### src/dcob_pkg.sv
package dcob_pkg;

  ////////////////////////////////////////////////////////////////////////////
  // Timing
  localparam int CLK_PERIOD_NS = 10;
  localparam int IN_CYCLE_MS = 2;
  localparam int SLOW_CYCLE_MS = 8;
  localparam int NS_PER_MS = 1_000_000;
  // Cycles per 2 ms processing period
  localparam int IN_CYCLE_CLKS = (IN_CYCLE_MS * NS_PER_MS) / CLK_PERIOD_NS;
  // Fast periods per slow refresh period
  localparam int SLOW_PER_FAST = SLOW_CYCLE_MS / IN_CYCLE_MS;
  localparam int CNT_W = 20;

  ////////////////////////////////////////////////////////////////////////////
  // Object indexes and subindexes
  localparam logic [15:0] IDX_OP_CMD = 16'h2000;
  localparam logic [15:0] IDX_SPEED = 16'h2010;
  localparam logic [15:0] IDX_TORQUE = 16'h2020;
  localparam logic [15:0] IDX_TORQUE_COMP = 16'h2030;
  localparam logic [15:0] IDX_READ_REQ = 16'h2040;
  localparam logic [15:0] IDX_STATUS_MON = 16'h2100;
  localparam logic [15:0] IDX_READ_RESP = 16'h2140;
  localparam logic [7:0] SUB_COUNT = 8'h00;
  localparam logic [7:0] SUB_VALUE = 8'h01;
  localparam logic [7:0] SUB_ADDR = 8'h02;
  localparam logic [31:0] ENTRIES_LINKED = 32'h0000_0002;
  localparam logic [31:0] ENTRIES_SINGLE = 32'h0000_0001;

  ////////////////////////////////////////////////////////////////////////////
  // Linked drive registers
  localparam logic [15:0] DRV_REG_OP_CMD = 16'h0001;
  localparam logic [15:0] DRV_REG_SPEED = 16'h0002;
  localparam logic [15:0] DRV_REG_TORQUE = 16'h0004;
  localparam logic [15:0] DRV_REG_TORQUE_COMP = 16'h0005;

  ////////////////////////////////////////////////////////////////////////////
  // Command word fields and selector codes
  localparam int OP_FWD_BIT = 0;
  localparam int OP_REV_BIT = 1;
  localparam int OP_TERM_LSB = 2;
  localparam int OP_TERM_COUNT = 6;
  localparam int OP_EXT_FAULT_BIT = 8;
  localparam int OP_FAULT_RESET_BIT = 9;
  localparam int REQ_ADDR_LSB = 16;
  localparam logic [3:0] RUN_SRC_NETWORK = 4'h3;
  localparam logic TORQUE_CTRL_SPEED = 1'b0;
  localparam logic TORQUE_CTRL_TORQUE = 1'b1;
  localparam logic TORQUE_REF_ENABLED = 1'b1;
  localparam logic [15:0] RST_WORD16 = 16'h0000;
  localparam logic [31:0] RST_WORD32 = 32'h0000_0000;

  ////////////////////////////////////////////////////////////////////////////
  // Types
  typedef enum logic [2:0] {
    RD_IDLE = 3'b001,
    RD_ISSUE = 3'b010,
    RD_WAIT = 3'b100
  } dcob_rd_state_type;

  typedef struct packed {
    logic write;
    logic read;
    logic [15:0] index;
    logic [7:0] subindex;
    logic [31:0] wrData;
  } dcob_obj_req_type;

  typedef struct packed {
    logic runForward;
    logic runReverse;
    logic [OP_TERM_COUNT-1:0] terminalIn;
    logic externalFaultInput;
    logic faultReset;
    logic [15:0] speedReference;
    logic [15:0] speedLimit;
    logic [1:0] speedUnit;
    logic [15:0] torqueReference;
    logic [15:0] torqueLimit;
    logic [15:0] torqueCompensation;
  } dcob_drive_cmd_type;

  typedef struct packed {
    logic [CNT_W-1:0] cnt;
    logic [1:0] slowCnt;
    logic [15:0] opWord;
    logic [15:0] speedWord;
    logic [15:0] torqueWord;
    logic [15:0] compWord;
    logic [31:0] readReqWord;
    logic reqPending;
    dcob_rd_state_type rdState;
    logic [15:0] rdHold;
    logic rdFresh;
    logic [15:0] respValue;
    logic [15:0] statusValue;
    dcob_drive_cmd_type cmd;
    logic rdReq;
    logic [15:0] rdAddr;
    logic [31:0] objRdData;
    logic objRdValid;
    logic objError;
  } dcob_state_type;

endpackage : dcob_pkg

### src/dcob_drive_command_bank.sv
`timescale 1ns/1ps
`default_nettype none

module dcob_drive_command_bank
  import dcob_pkg::*;
#(
  parameter int TICK_CLKS = IN_CYCLE_CLKS
) (
  // Clock and reset
  input wire logic clk_sys,
  input wire logic rst_n,
  // Object dictionary access from the fieldbus side
  input wire dcob_obj_req_type objReq,
  output logic [31:0] objRdData,
  output logic objRdValid,
  output logic objError,
  // Drive configuration selections
  input wire logic [3:0] runCommandSourceSelect,
  input wire logic torqueControlSelect,
  input wire logic [1:0] speedUnitSelect,
  input wire logic torqueRefEnableSelect,
  // Drive status monitor
  input wire logic [15:0] driveStatusWord,
  // Commands into the drive
  output dcob_drive_cmd_type driveCmd,
  // Drive register read port
  output logic drvRdReq,
  output logic [15:0] drvRdAddr,
  input wire logic drvRdValid,
  input wire logic [15:0] drvRdData
);

  //////////////////////////////////////////////////////////////////////////////
  // State

  dcob_state_type state;
  dcob_state_type next_state;
  logic tickFast;
  logic tickSlow;
  logic wrHit;
  logic rdHit;
  logic [31:0] rdWord;
  logic networkRun;
  logic torqueMode;
  logic torqueEnabled;
  logic [OP_TERM_COUNT-1:0] termBits;

  // Counter bounds sized once to avoid width mismatch
  localparam logic [CNT_W-1:0] CNT_LAST = CNT_W'(TICK_CLKS - 1);
  localparam logic [1:0] SLOW_LAST = 2'(SLOW_PER_FAST - 1);

  //////////////////////////////////////////////////////////////////////////////
  // Period ticks

  // fixed period
  // Free running, nothing software can reach alters the count
  assign tickFast = (state.cnt == CNT_LAST);
  // Every fourth fast tick carries the slow refresh
  assign tickSlow = tickFast && (state.slowCnt == SLOW_LAST);

  //////////////////////////////////////////////////////////////////////////////
  // Selection decode

  // network source
  // Run bits from any other source give stop, never latch
  assign networkRun = (runCommandSourceSelect == RUN_SRC_NETWORK);
  assign torqueMode = (torqueControlSelect == TORQUE_CTRL_TORQUE);
  // enable gate
  // Settings are levels, read only at the period edge
  assign torqueEnabled = (torqueRefEnableSelect == TORQUE_REF_ENABLED);

  //////////////////////////////////////////////////////////////////////////////
  // Terminal inputs

  // terminal mapping
  // Bit 2 feeds terminal three, bit 7 terminal eight
  for (genvar t = 0; t < OP_TERM_COUNT; t++) begin : gen_term
    assign termBits[t] = state.opWord[OP_TERM_LSB + t];
  end

  //////////////////////////////////////////////////////////////////////////////
  // Next-state logic

  always_comb begin
    next_state = state;
    wrHit = 1'b0;
    rdHit = 1'b0;
    rdWord = RST_WORD32;
    next_state.rdReq = 1'b0;
    next_state.objRdValid = 1'b0;
    next_state.objError = 1'b0;

    // Period counters wrap at the tick
    if (tickFast) begin
      next_state.cnt = '0;
      next_state.slowCnt = tickSlow ? 2'b00 : state.slowCnt + 2'b01;
    end else begin
      next_state.cnt = state.cnt + CNT_W'(1);
    end

    // Object writes, only subindex 1 is writable
    if (objReq.write) begin
      if (objReq.subindex == SUB_VALUE) begin
        wrHit = 1'b1;
        case (objReq.index)
          IDX_OP_CMD: begin
            next_state.opWord = objReq.wrData[15:0];
          end
          IDX_SPEED: begin
            next_state.speedWord = objReq.wrData[15:0];
          end
          IDX_TORQUE: begin
            next_state.torqueWord = objReq.wrData[15:0];
          end
          IDX_TORQUE_COMP: begin
            next_state.compWord = objReq.wrData[15:0];
          end
          IDX_READ_REQ: begin
            next_state.readReqWord = objReq.wrData;
            next_state.reqPending = 1'b1;
          end
          default: begin
            wrHit = 1'b0;
          end
        endcase
      end
      next_state.objError = !wrHit;
    end

    // Object reads, answered one cycle later
    // A read beside a write in one cycle sees the old value
    if (objReq.read) begin
      rdHit = 1'b1;
      case (objReq.index)
        IDX_OP_CMD, IDX_SPEED, IDX_TORQUE, IDX_TORQUE_COMP: begin
          case (objReq.subindex)
            SUB_COUNT: begin
              rdWord = ENTRIES_LINKED;
            end
            SUB_VALUE: begin
              case (objReq.index)
                IDX_OP_CMD: begin
                  rdWord = {16'h0000, state.opWord};
                end
                IDX_SPEED: begin
                  rdWord = {16'h0000, state.speedWord};
                end
                IDX_TORQUE: begin
                  rdWord = {16'h0000, state.torqueWord};
                end
                default: begin
                  rdWord = {16'h0000, state.compWord};
                end
              endcase
            end
            SUB_ADDR: begin
              case (objReq.index)
                IDX_OP_CMD: begin
                  rdWord = {16'h0000, DRV_REG_OP_CMD};
                end
                IDX_SPEED: begin
                  rdWord = {16'h0000, DRV_REG_SPEED};
                end
                IDX_TORQUE: begin
                  rdWord = {16'h0000, DRV_REG_TORQUE};
                end
                default: begin
                  rdWord = {16'h0000, DRV_REG_TORQUE_COMP};
                end
              endcase
            end
            default: begin
              rdHit = 1'b0;
            end
          endcase
        end
        IDX_READ_REQ, IDX_READ_RESP, IDX_STATUS_MON: begin
          case (objReq.subindex)
            SUB_COUNT: begin
              rdWord = ENTRIES_SINGLE;
            end
            SUB_VALUE: begin
              case (objReq.index)
                IDX_READ_REQ: begin
                  rdWord = state.readReqWord;
                end
                IDX_READ_RESP: begin
                  rdWord = {16'h0000, state.respValue};
                end
                default: begin
                  rdWord = {16'h0000, state.statusValue};
                end
              endcase
            end
            default: begin
              rdHit = 1'b0;
            end
          endcase
        end
        default: begin
          rdHit = 1'b0;
        end
      endcase
      next_state.objRdValid = 1'b1;
      next_state.objRdData = rdHit ? rdWord : RST_WORD32;
      next_state.objError = !rdHit || next_state.objError;
    end

    // input processing
    // Written objects reach the drive only at the period edge
    if (tickFast) begin
      next_state.cmd.runForward = networkRun && state.opWord[OP_FWD_BIT];
      next_state.cmd.runReverse = networkRun && state.opWord[OP_REV_BIT];
      next_state.cmd.terminalIn = termBits;
      next_state.cmd.externalFaultInput = state.opWord[OP_EXT_FAULT_BIT];
      next_state.cmd.faultReset = state.opWord[OP_FAULT_RESET_BIT];
      // upper bits unused
      // Bits 10 to 15 have no consumer and are only stored

      // unit tag
      // Unit travels with the value; scaling belongs to the drive
      next_state.cmd.speedUnit = speedUnitSelect;
      if (torqueMode) begin
        next_state.cmd.speedReference = RST_WORD16;
        next_state.cmd.speedLimit = state.speedWord;
      end else begin
        next_state.cmd.speedReference = state.speedWord;
        next_state.cmd.speedLimit = RST_WORD16;
      end

      // torque role
      // Disabled torque yields zero on both roles
      next_state.cmd.torqueReference = RST_WORD16;
      next_state.cmd.torqueLimit = RST_WORD16;
      if (torqueEnabled) begin
        if (torqueMode) begin
          next_state.cmd.torqueReference = state.torqueWord;
        end else begin
          next_state.cmd.torqueLimit = state.torqueWord;
        end
      end

      next_state.cmd.torqueCompensation = state.compWord;
    end

    // output refresh
    // Read result at 2 ms, status monitor at the slower 8 ms
    if (tickFast && state.rdFresh) begin
      next_state.respValue = state.rdHold;
      next_state.rdFresh = 1'b0;
    end
    if (tickSlow) begin
      next_state.statusValue = driveStatusWord;
    end

    // Drive register read sequence
    case (state.rdState)
      RD_IDLE: begin
        if (tickFast && state.reqPending) begin
          next_state.rdState = RD_ISSUE;
        end
      end
      RD_ISSUE: begin
        // address field
        // Lower half is expected zero and is not checked
        next_state.rdReq = 1'b1;
        next_state.rdAddr = state.readReqWord[REQ_ADDR_LSB +: 16];
        // New write in this cycle keeps the request pending
        next_state.reqPending = objReq.write && wrHit && (objReq.index == IDX_READ_REQ);
        next_state.rdState = RD_WAIT;
      end
      RD_WAIT: begin
        // response capture
        // No timeout; a silent drive holds off later reads
        if (drvRdValid) begin
          next_state.rdHold = drvRdData;
          next_state.rdFresh = 1'b1;
          next_state.rdState = RD_IDLE;
        end
      end
      default: begin
        next_state.rdState = RD_IDLE;
      end
    endcase
  end

  //////////////////////////////////////////////////////////////////////////////
  // State register

  always_ff @(posedge clk_sys or negedge rst_n) begin
    if (!rst_n) begin
      // Clear everything, then the idle state code
      state <= '0;
      state.rdState <= RD_IDLE;
    end else begin
      state <= next_state;
    end
  end

  //////////////////////////////////////////////////////////////////////////////
  // Outputs straight from the state register

  assign objRdData = state.objRdData;
  assign objRdValid = state.objRdValid;
  assign objError = state.objError;
  assign driveCmd = state.cmd;
  assign drvRdReq = state.rdReq;
  assign drvRdAddr = state.rdAddr;

endmodule : dcob_drive_command_bank

`default_nettype wire

### config.mk
export PLATFORM = sky130hd
export DESIGN_NAME = dcob_drive_command_bank
export DESIGN_NICKNAME = d
export VERILOG_FILES = /design/src/dcob_pkg.sv /design/src/dcob_drive_command_bank.sv
export SDC_FILE = /design/constraint.sdc
export NUM_CORES = 1
export LEC_CHECK = 0
export ABC_AREA = 1
export BUFFER_PORTS_ARGS = -buffer_cell sky130_fd_sc_hd__buf_4
export CAP_MARGIN = 5
export CORE_UTILIZATION = 30
export DETAILED_ROUTE_END_ITERATION = 8
export REMOVE_ABC_BUFFERS = 1
export SETUP_SLACK_MARGIN = 0.2
export SLEW_MARGIN = 40
export SYNTH_ARGS = -nofsm -noshare
export SYNTH_HDL_FRONTEND = slang
export SYNTH_SLANG_ARGS = --single-unit
### constraint.sdc
create_clock -name clk_sys -period 5.15 [get_ports clk_sys]
set_clock_uncertainty 0.2 [all_clocks]
set_input_delay 0 -clock clk_sys [delete_from_list [all_inputs] [get_ports clk_sys]]
set_output_delay 0 -clock clk_sys [all_outputs]
set_load 0.01 [all_outputs]
Word-level counts from Yosys, hierarchy flattened
Cells that the tools add are included.
{"block": "op_classes", "add_sub_neg": 2, "shifts": 0, "n_lt_le_gt_ge": 0, "div": 0, "eq_ne": 17, "reduce_logical": 27, "n_mux": 33, "bitwise_logic": 0, "multipliers": 0}
{"cell": "$pmux W32 S2", "n": 3}
{"cell": "$eq A16 B14 Y1 const B", "n": 7}
{"cell": "$mux W32", "n": 3}
{"cell": "$pmux W16 S3", "n": 2}
{"cell": "$mux W20", "n": 2}
{"cell": "$mux W17", "n": 2}
{"cell": "$mux W16", "n": 2}
{"cell": "$add A20 B1 Y20 const B", "n": 1}
{"cell": "$eq A20 B18 Y1 const B", "n": 1}
{"cell": "$pmux W3 S3", "n": 2}
{"cell": "$reduce_and A3 Y1", "n": 6}
{"cell": "$mux W1", "n": 13}
{"cell": "$eq A8 B1 Y1 const B", "n": 1}
{"cell": "$eq A8 B2 Y1 const B", "n": 1}
{"cell": "$logic_not A8 Y1", "n": 1}
{"cell": "$logic_and A1 B1 Y1", "n": 7}
{"cell": "$reduce_bool A2 Y1", "n": 3}
{"cell": "$reduce_or A3 Y1", "n": 2}
{"cell": "$reduce_or A5 Y1", "n": 1}
{"cell": "$eq A4 B2 Y1 const B", "n": 1}
{"cell": "$mux W2", "n": 2}
{"cell": "$ne A2 B2 Y1 const B", "n": 2}
{"cell": "$reduce_and A2 Y1", "n": 2}
{"cell": "$reduce_or A4 Y1", "n": 1}
{"cell": "other kinds (10)", "n": 11}
{"block": "word_totals", "wordCells": 108, "mem_bits_ro": 0, "mem_bits_rw": 0, "ff_bits": 314, "input_bits": 101, "out_inout_bits": 143, "latchBits": 0, "memories": 0}

Logic depth before layout (Yosys ltp)
{"block": "depth", "word_depth": 9, "ltp_mapped": 13, "mapped_depth_nobuf": 12}

Worst setup path before layout
OpenSTA, ideal clock, no wires.
{"block": "synth_timing", "path_kind": "reg2reg", "startpoint": "register state[294] in the netlist's numbering", "endpoint": "register state[310] in the netlist's numbering", "arrival_time_ns": 1.455, "n_path_buf": 0, "synth_period_minus_slack_ns": 1.778, "setup_ns": 0.123, "required_ns": 4.827, "stages_incl_launch_ff": 9, "setup_slack_ns": 3.372, "path_cell_list": "dfrtp_1 > ha_1 > nand3_1 > nor2_1 > nand3_1 > nor3_1 > nand2_1 > o21ai_0 > a21oi_1"}
{"element": "from (decl)", "line_no": "dcob_drive_command_bank.sv:36", "text": "dcob_state_type state;"}
{"element": "from (signal assigned)", "line_no": "dcob_drive_command_bank.sv:296", "text": "state <= next_state;"}

Worst setup path after layout
{"block": "layout_timing", "startpoint": "input port objReq[50] in the netlist's numbering", "endpoint": "register state, in the netlist objRdData[1]"}
{"block": "layout_via", "elab_chain_cells": 5, "elab_cells_between_ends": 18, "classes_between": "eq/ne: 7; mux: 9; reduce/logical: 2"}
{"element": "from (decl)", "line_no": "dcob_drive_command_bank.sv:13", "text": "input wire dcob_obj_req_type objReq,"}
{"element": "$eq A16 B14 Y1 (on tied branches)"}
{"element": "$pmux W3 S3, or another cell as far along", "line_no": "dcob_drive_command_bank.sv:157", "text": "case (objReq.index)"}
{"element": "$pmux W16 S3, or another cell as far along", "line_no": "dcob_drive_command_bank.sv:136", "text": "case (objReq.subindex)"}
{"element": "$pmux W32 S2 / $mux W1 (equally long branches)", "line_no": "dcob_drive_command_bank.sv:134, dcob_drive_command_bank.sv:132"}
{"element": "$mux W32 (*)", "line_no": "dcob_drive_command_bank.sv:205", "text": "next_state.objRdData = rdHit ? rdWord : RST_WORD32;"}
Every way passes the cells marked *; elsewhere a longest branch is shown, timed or not. The select of a mux whose other input is x is not followed.
A chain may end at the register's enable or synchronous reset.

==> results.txt <==
----------------------------------------------------
[Power and ir drop]
  Overall power ... between 5 and 6 mW
  Power per cell area ... ~280 nW/um^2
  Worst-case vdd ir drop ... around 0.26 mV
  Static leakage ... 8.90 nW

[Flow run]
  MaxCap Viol Count ... 0

[Setup path]
  Crit. End Element ... flip-flop
  Stages on worst setup path ... 15
  Worst setup path startpoint ... objReq[50]
  Buffering stage count on the worst path with inverters included ... 6
  Worst r2r src ... state[193]
  Critical path cell sequence ... dlygate4sd3_1 > buf_4 > nor2_1 > dlygate4sd3_1 > nand2_1 > dlygate4sd3_1 > nor2_4 > nand2_1 > nor2_1 > nand2_1 > nand3_1 > dlygate4sd3_1 > o21ai_0 > nand2_1 > dlygate4sd3_1
  End of the worst register-to-register path ... state[185]
  Slowest Stage Delay on Critical Path ... 0.59 ns
  Category of the worst setup path launch point ... primary input
  Number of cells on the worst reg-to-reg path ... 6
  CP most frequent cell ... sky130_fd_sc_hd__dlygate4sd3_1
  Worst path slowest cell ... sky130_fd_sc_hd__dlygate4sd3_1
  Cell family with most CP delay ... buffers and inverters
  Register-to-register path setup slack ... 2.28 ns
  Required time reported for the critical path endpoint ... around 5.4 ns
  Crit path to ... objRdData[1]
  Worst Path Class, Setup ... in -> reg
  CP Max Fanout ... 16
  Arrival time at the worst endpoint ... around 4.7 ns

[Timing]
  Final-layout worst hold slack ... around 0.036 ns
  Setup TNS Final ... 0 ns
  Min Tclk post-route ... 4.41 ns
  Unrepaired setup endpoints after global routing ... no
  Number of slew-limit violations in the final report ... 0
  Worst slew slack as a fraction of its limit ... 0.459
  Final clock period utilization by the worst path ... 0.856
  Maximum operating frequency ... roughly 0.23 GHz
  Worst slew pin tran ... between 0.8 and 0.9 ns
  Worst Slack Setup Final ... roughly 0.74 ns
  Final Setup Violations ... 0
  Hold violation total from the final report ... 0

[Route]
  Post-route DRC violation count ... 0
  Starting DRC count in detailed routing ... 986
  Via/cell ratio ... between 4 and 5
  Routed length per placed instance ... approximately 17 um
  Drt pass-1 iters ... 5
  Detailed Route WL ... 42,500 um
  Vias ... around 12,000
  Number of nets with antenna violations after routing ... 0

[Finish]
  Footprint of the multi-input gates ... approximately 4800 um^2
  Share of layout cells above drive strength 1 ... 0.177
  Net total in the final layout ... slightly above 2,000
  Ant. Diodes ... 0
  Layout-stage area growth over the synthesis result ... 25.8%
  Count of filler cells inserted in the layout ... approximately 4,800
  Sequential cell area ... roughly 7900 um^2

[Floorplan]
  Floorplan die height ... about 220 um
  Floorplan die width ... around 220 um
  Effective utilization at floorplan ... 0.305
  Number of ports placed on the die boundary ... ~240
  Area of the die ... approximately 49,000 um^2
  Standard-cell rows ... 80
  Placeable core area ... 47,800 um^2

[Logic synthesis]
  Number of standard cells after synthesis ... about 1,700
  FF+latch count, synth ... 314
  Xor and xnor fraction of the mapped netlist area ... 0.00540
  Register area share after synthesis ... 0.539
  Mean post-synth cell area ... roughly 8.5 um^2
  Post-Synth Simple-Gate Area ... 0.220
  Synthesized-area fraction occupied by adder cells ... 0.00172
  Combinational family with the most area after synthesis ... simple AND/OR/NAND/NOR gates
  Mux cell area share after synthesis ... 0.000686
  Post-Synthesis Cell Area ... between 10,000 and 15,000 um^2
  Synth cell types ... 35
  Fraction of the mapped netlist area in compound gates ... 0.0999
  Synthesis Warnings ... 0

[Global route]
  Number of global-route vias before repair ... between 10,000 and 15,000
  Global-route wire length before repair ... approximately 67,000 um
  Maximum number of pins on one net before global-route repair ... approximately 130
  Initial antenna violation count ... 1
  Overall fraction of global-route tracks in use ... 0.172
  Total gr overflow ... 0

[Worst hold path]
  Cell count of the worst hold path ... 4
  Worst Hold Class ... in -> reg

[Clock network]
  Inserted Clock Buffers ... 37
  CTS H-tree depth ... 2
  Worst-path clk slew ... ~0.06 ns
  Number of sinks handled by clock tree synthesis ... roughly 310
  Maximum buffer depth of the clock tree ... 3
  Post-cts repair resize count ... 0
  Clock Tree Root ... sky130_fd_sc_hd__clkbuf_16
  Clock latency reported for the late side of the worst-skew pair ... approximately 0.56 ns
  TritonCTS clock tree ... done
  Number of post-CTS setup repair buffers ... 0

[Placed design]
  Input/output buffers ... about 240
  Half-perimeter wire length after placement ... ~29,000 um
  Global placement routability congestion ... around 0.86
  Worst-case setup slack after placement ... 2.50 ns

[Outcome]
  Run status ... completed

----------------------------------------------------
## worst min-delay path by stage
stage                  startpoint           end  slack, ns
2_1_floorplan               rst_n   driveCmd[0]      -0.50
3_3_place_gp           objReq[56]    objRdValid      -0.04
3_5_place_dp                rst_n  driveCmd[49]      -0.22
4_1_cts                objReq[52]  objRdData[8]     0.0002
5_1_grt        driveStatusWord[3]    state[146]       0.03
6_report       driveStatusWord[3]    state[146]       0.04
## area by class of cell
class,count,area share
Clock buffer,52,0.0574
Clock inverter,8,0.00498
Timing Repair Buffer,388,0.180
Sequential cell,314,0.429
Tap cell,615,0.0420
Inverter,119,0.0245
Multi-Input combinational cell,1059,0.263
## cells in the final DEF (no fill, tap or decap), types with 3 or more instances in the layout
cell type / count
sky130_fd_sc_hd__nand2_1: 507
sky130_fd_sc_hd__dfrtp_1: 313
sky130_fd_sc_hd__buf_4: 252
sky130_fd_sc_hd__o21ai_0: 162
sky130_fd_sc_hd__dlygate4sd3_1: 131
sky130_fd_sc_hd__inv_1: 112
sky130_fd_sc_hd__nand3_1: 90
sky130_fd_sc_hd__nor2_1: 75
sky130_fd_sc_hd__o21ai_1: 64
sky130_fd_sc_hd__a21oi_1: 50
sky130_fd_sc_hd__nand4_1: 49
sky130_fd_sc_hd__clkbuf_16: 37
sky130_fd_sc_hd__nor3_1: 11
sky130_fd_sc_hd__nand2_2: 8
sky130_fd_sc_hd__clkbuf_1: 8
sky130_fd_sc_hd__clkbuf_8: 7
sky130_fd_sc_hd__xor2_1: 6
sky130_fd_sc_hd__clkinv_2: 6
sky130_fd_sc_hd__nor2_4: 6
sky130_fd_sc_hd__o31ai_1: 5
sky130_fd_sc_hd__inv_2: 4
sky130_fd_sc_hd__xnor2_1: 3
sky130_fd_sc_hd__nor4_1: 3
sky130_fd_sc_hd__nand3_2: 3
sky130_fd_sc_hd__o211ai_1: 3
## logic make-up after synthesis
group	after synthesis
buffers and inverters	346
DFF	314
xor gates and xnor gates	9
and+or+nand+nor	761
adders and majority gates	2
AOI/OAI and AO/OA	286
muxes	1
## worst register-to-register path, delay by kind of cell, from the launching register on
kind | cells | cell delay [ns]
buffers and inverters | 2 | 1.16
AO/OA/AOI/OAI | 1 | 0.04
flip-flops | 1 | 0.38
AND/OR/NAND/NOR | 3 | 0.98
## synthesized netlist by cell type (all sizes together)
cell type    n  area [um^2]
nor4         4         25.0
clkinv       3         13.8
nand4       49          307
ha           2         25.0
or2          2         12.5
xor2         6         52.6
o21ai      226         1130
nand3       93          470
a21oi       51          259
clkbuf      44          166
o31ai        5         37.5
dfrtp      313         7830
nand2      517         1970
dfstp        1         26.3
nor3        13         75.1
a21boi       1         7.51
mux2i        1         10.0
o211ai       3         22.5
inv        116          435
buf        183         1330
xnor2        3         26.3
nor2        83          349
## what timing repair did
| action | CTS | global route |
|---|---|---|
| hold buffers | 132 | 0 |
| endpoints found under the setup margin | 0 | 0 |
| hold endpoints to repair | 477 | 0 |
## through the flow
step                instance area, um^2  instances   util
floorplan                         13100       1492      -
global placement                  15800       2362  0.330
detailed placement                15900       2363  0.331
CTS                               18300       2555  0.383
global route                      18300       2555  0.383
finish                            18300       2555  0.383
## metal layers
layer | GRT usage | up-vias | share of wire
li1 | - | 5803 | -
met1 | 0.232 | 5762 | 0.45
met2 | 0.277 | 332 | 0.47
met3 | 0.0321 | 68 | 0.053
met4 | 0.0549 | 2 | 0.025
met5 | 0 | - | 0.00021
## power by group
part           total [mW]  internal [mW]  leakage (nW)  switching, mW
clock                2.49           1.43         0.561           1.06
sequential           2.47           2.47          3.75       0.000544
combinational       0.247          0.111          4.60          0.136
total                5.21           4.01          8.90           1.20
## registers in the layout, summed over array words and instances, names as in the netlist
register    count
objRdValid      1
driveCmd       92
drvRdReq        1
state         171
objRdData      32
drvRdAddr      16
objError        1
Note: power is estimated with default switching activity, not from simulation.
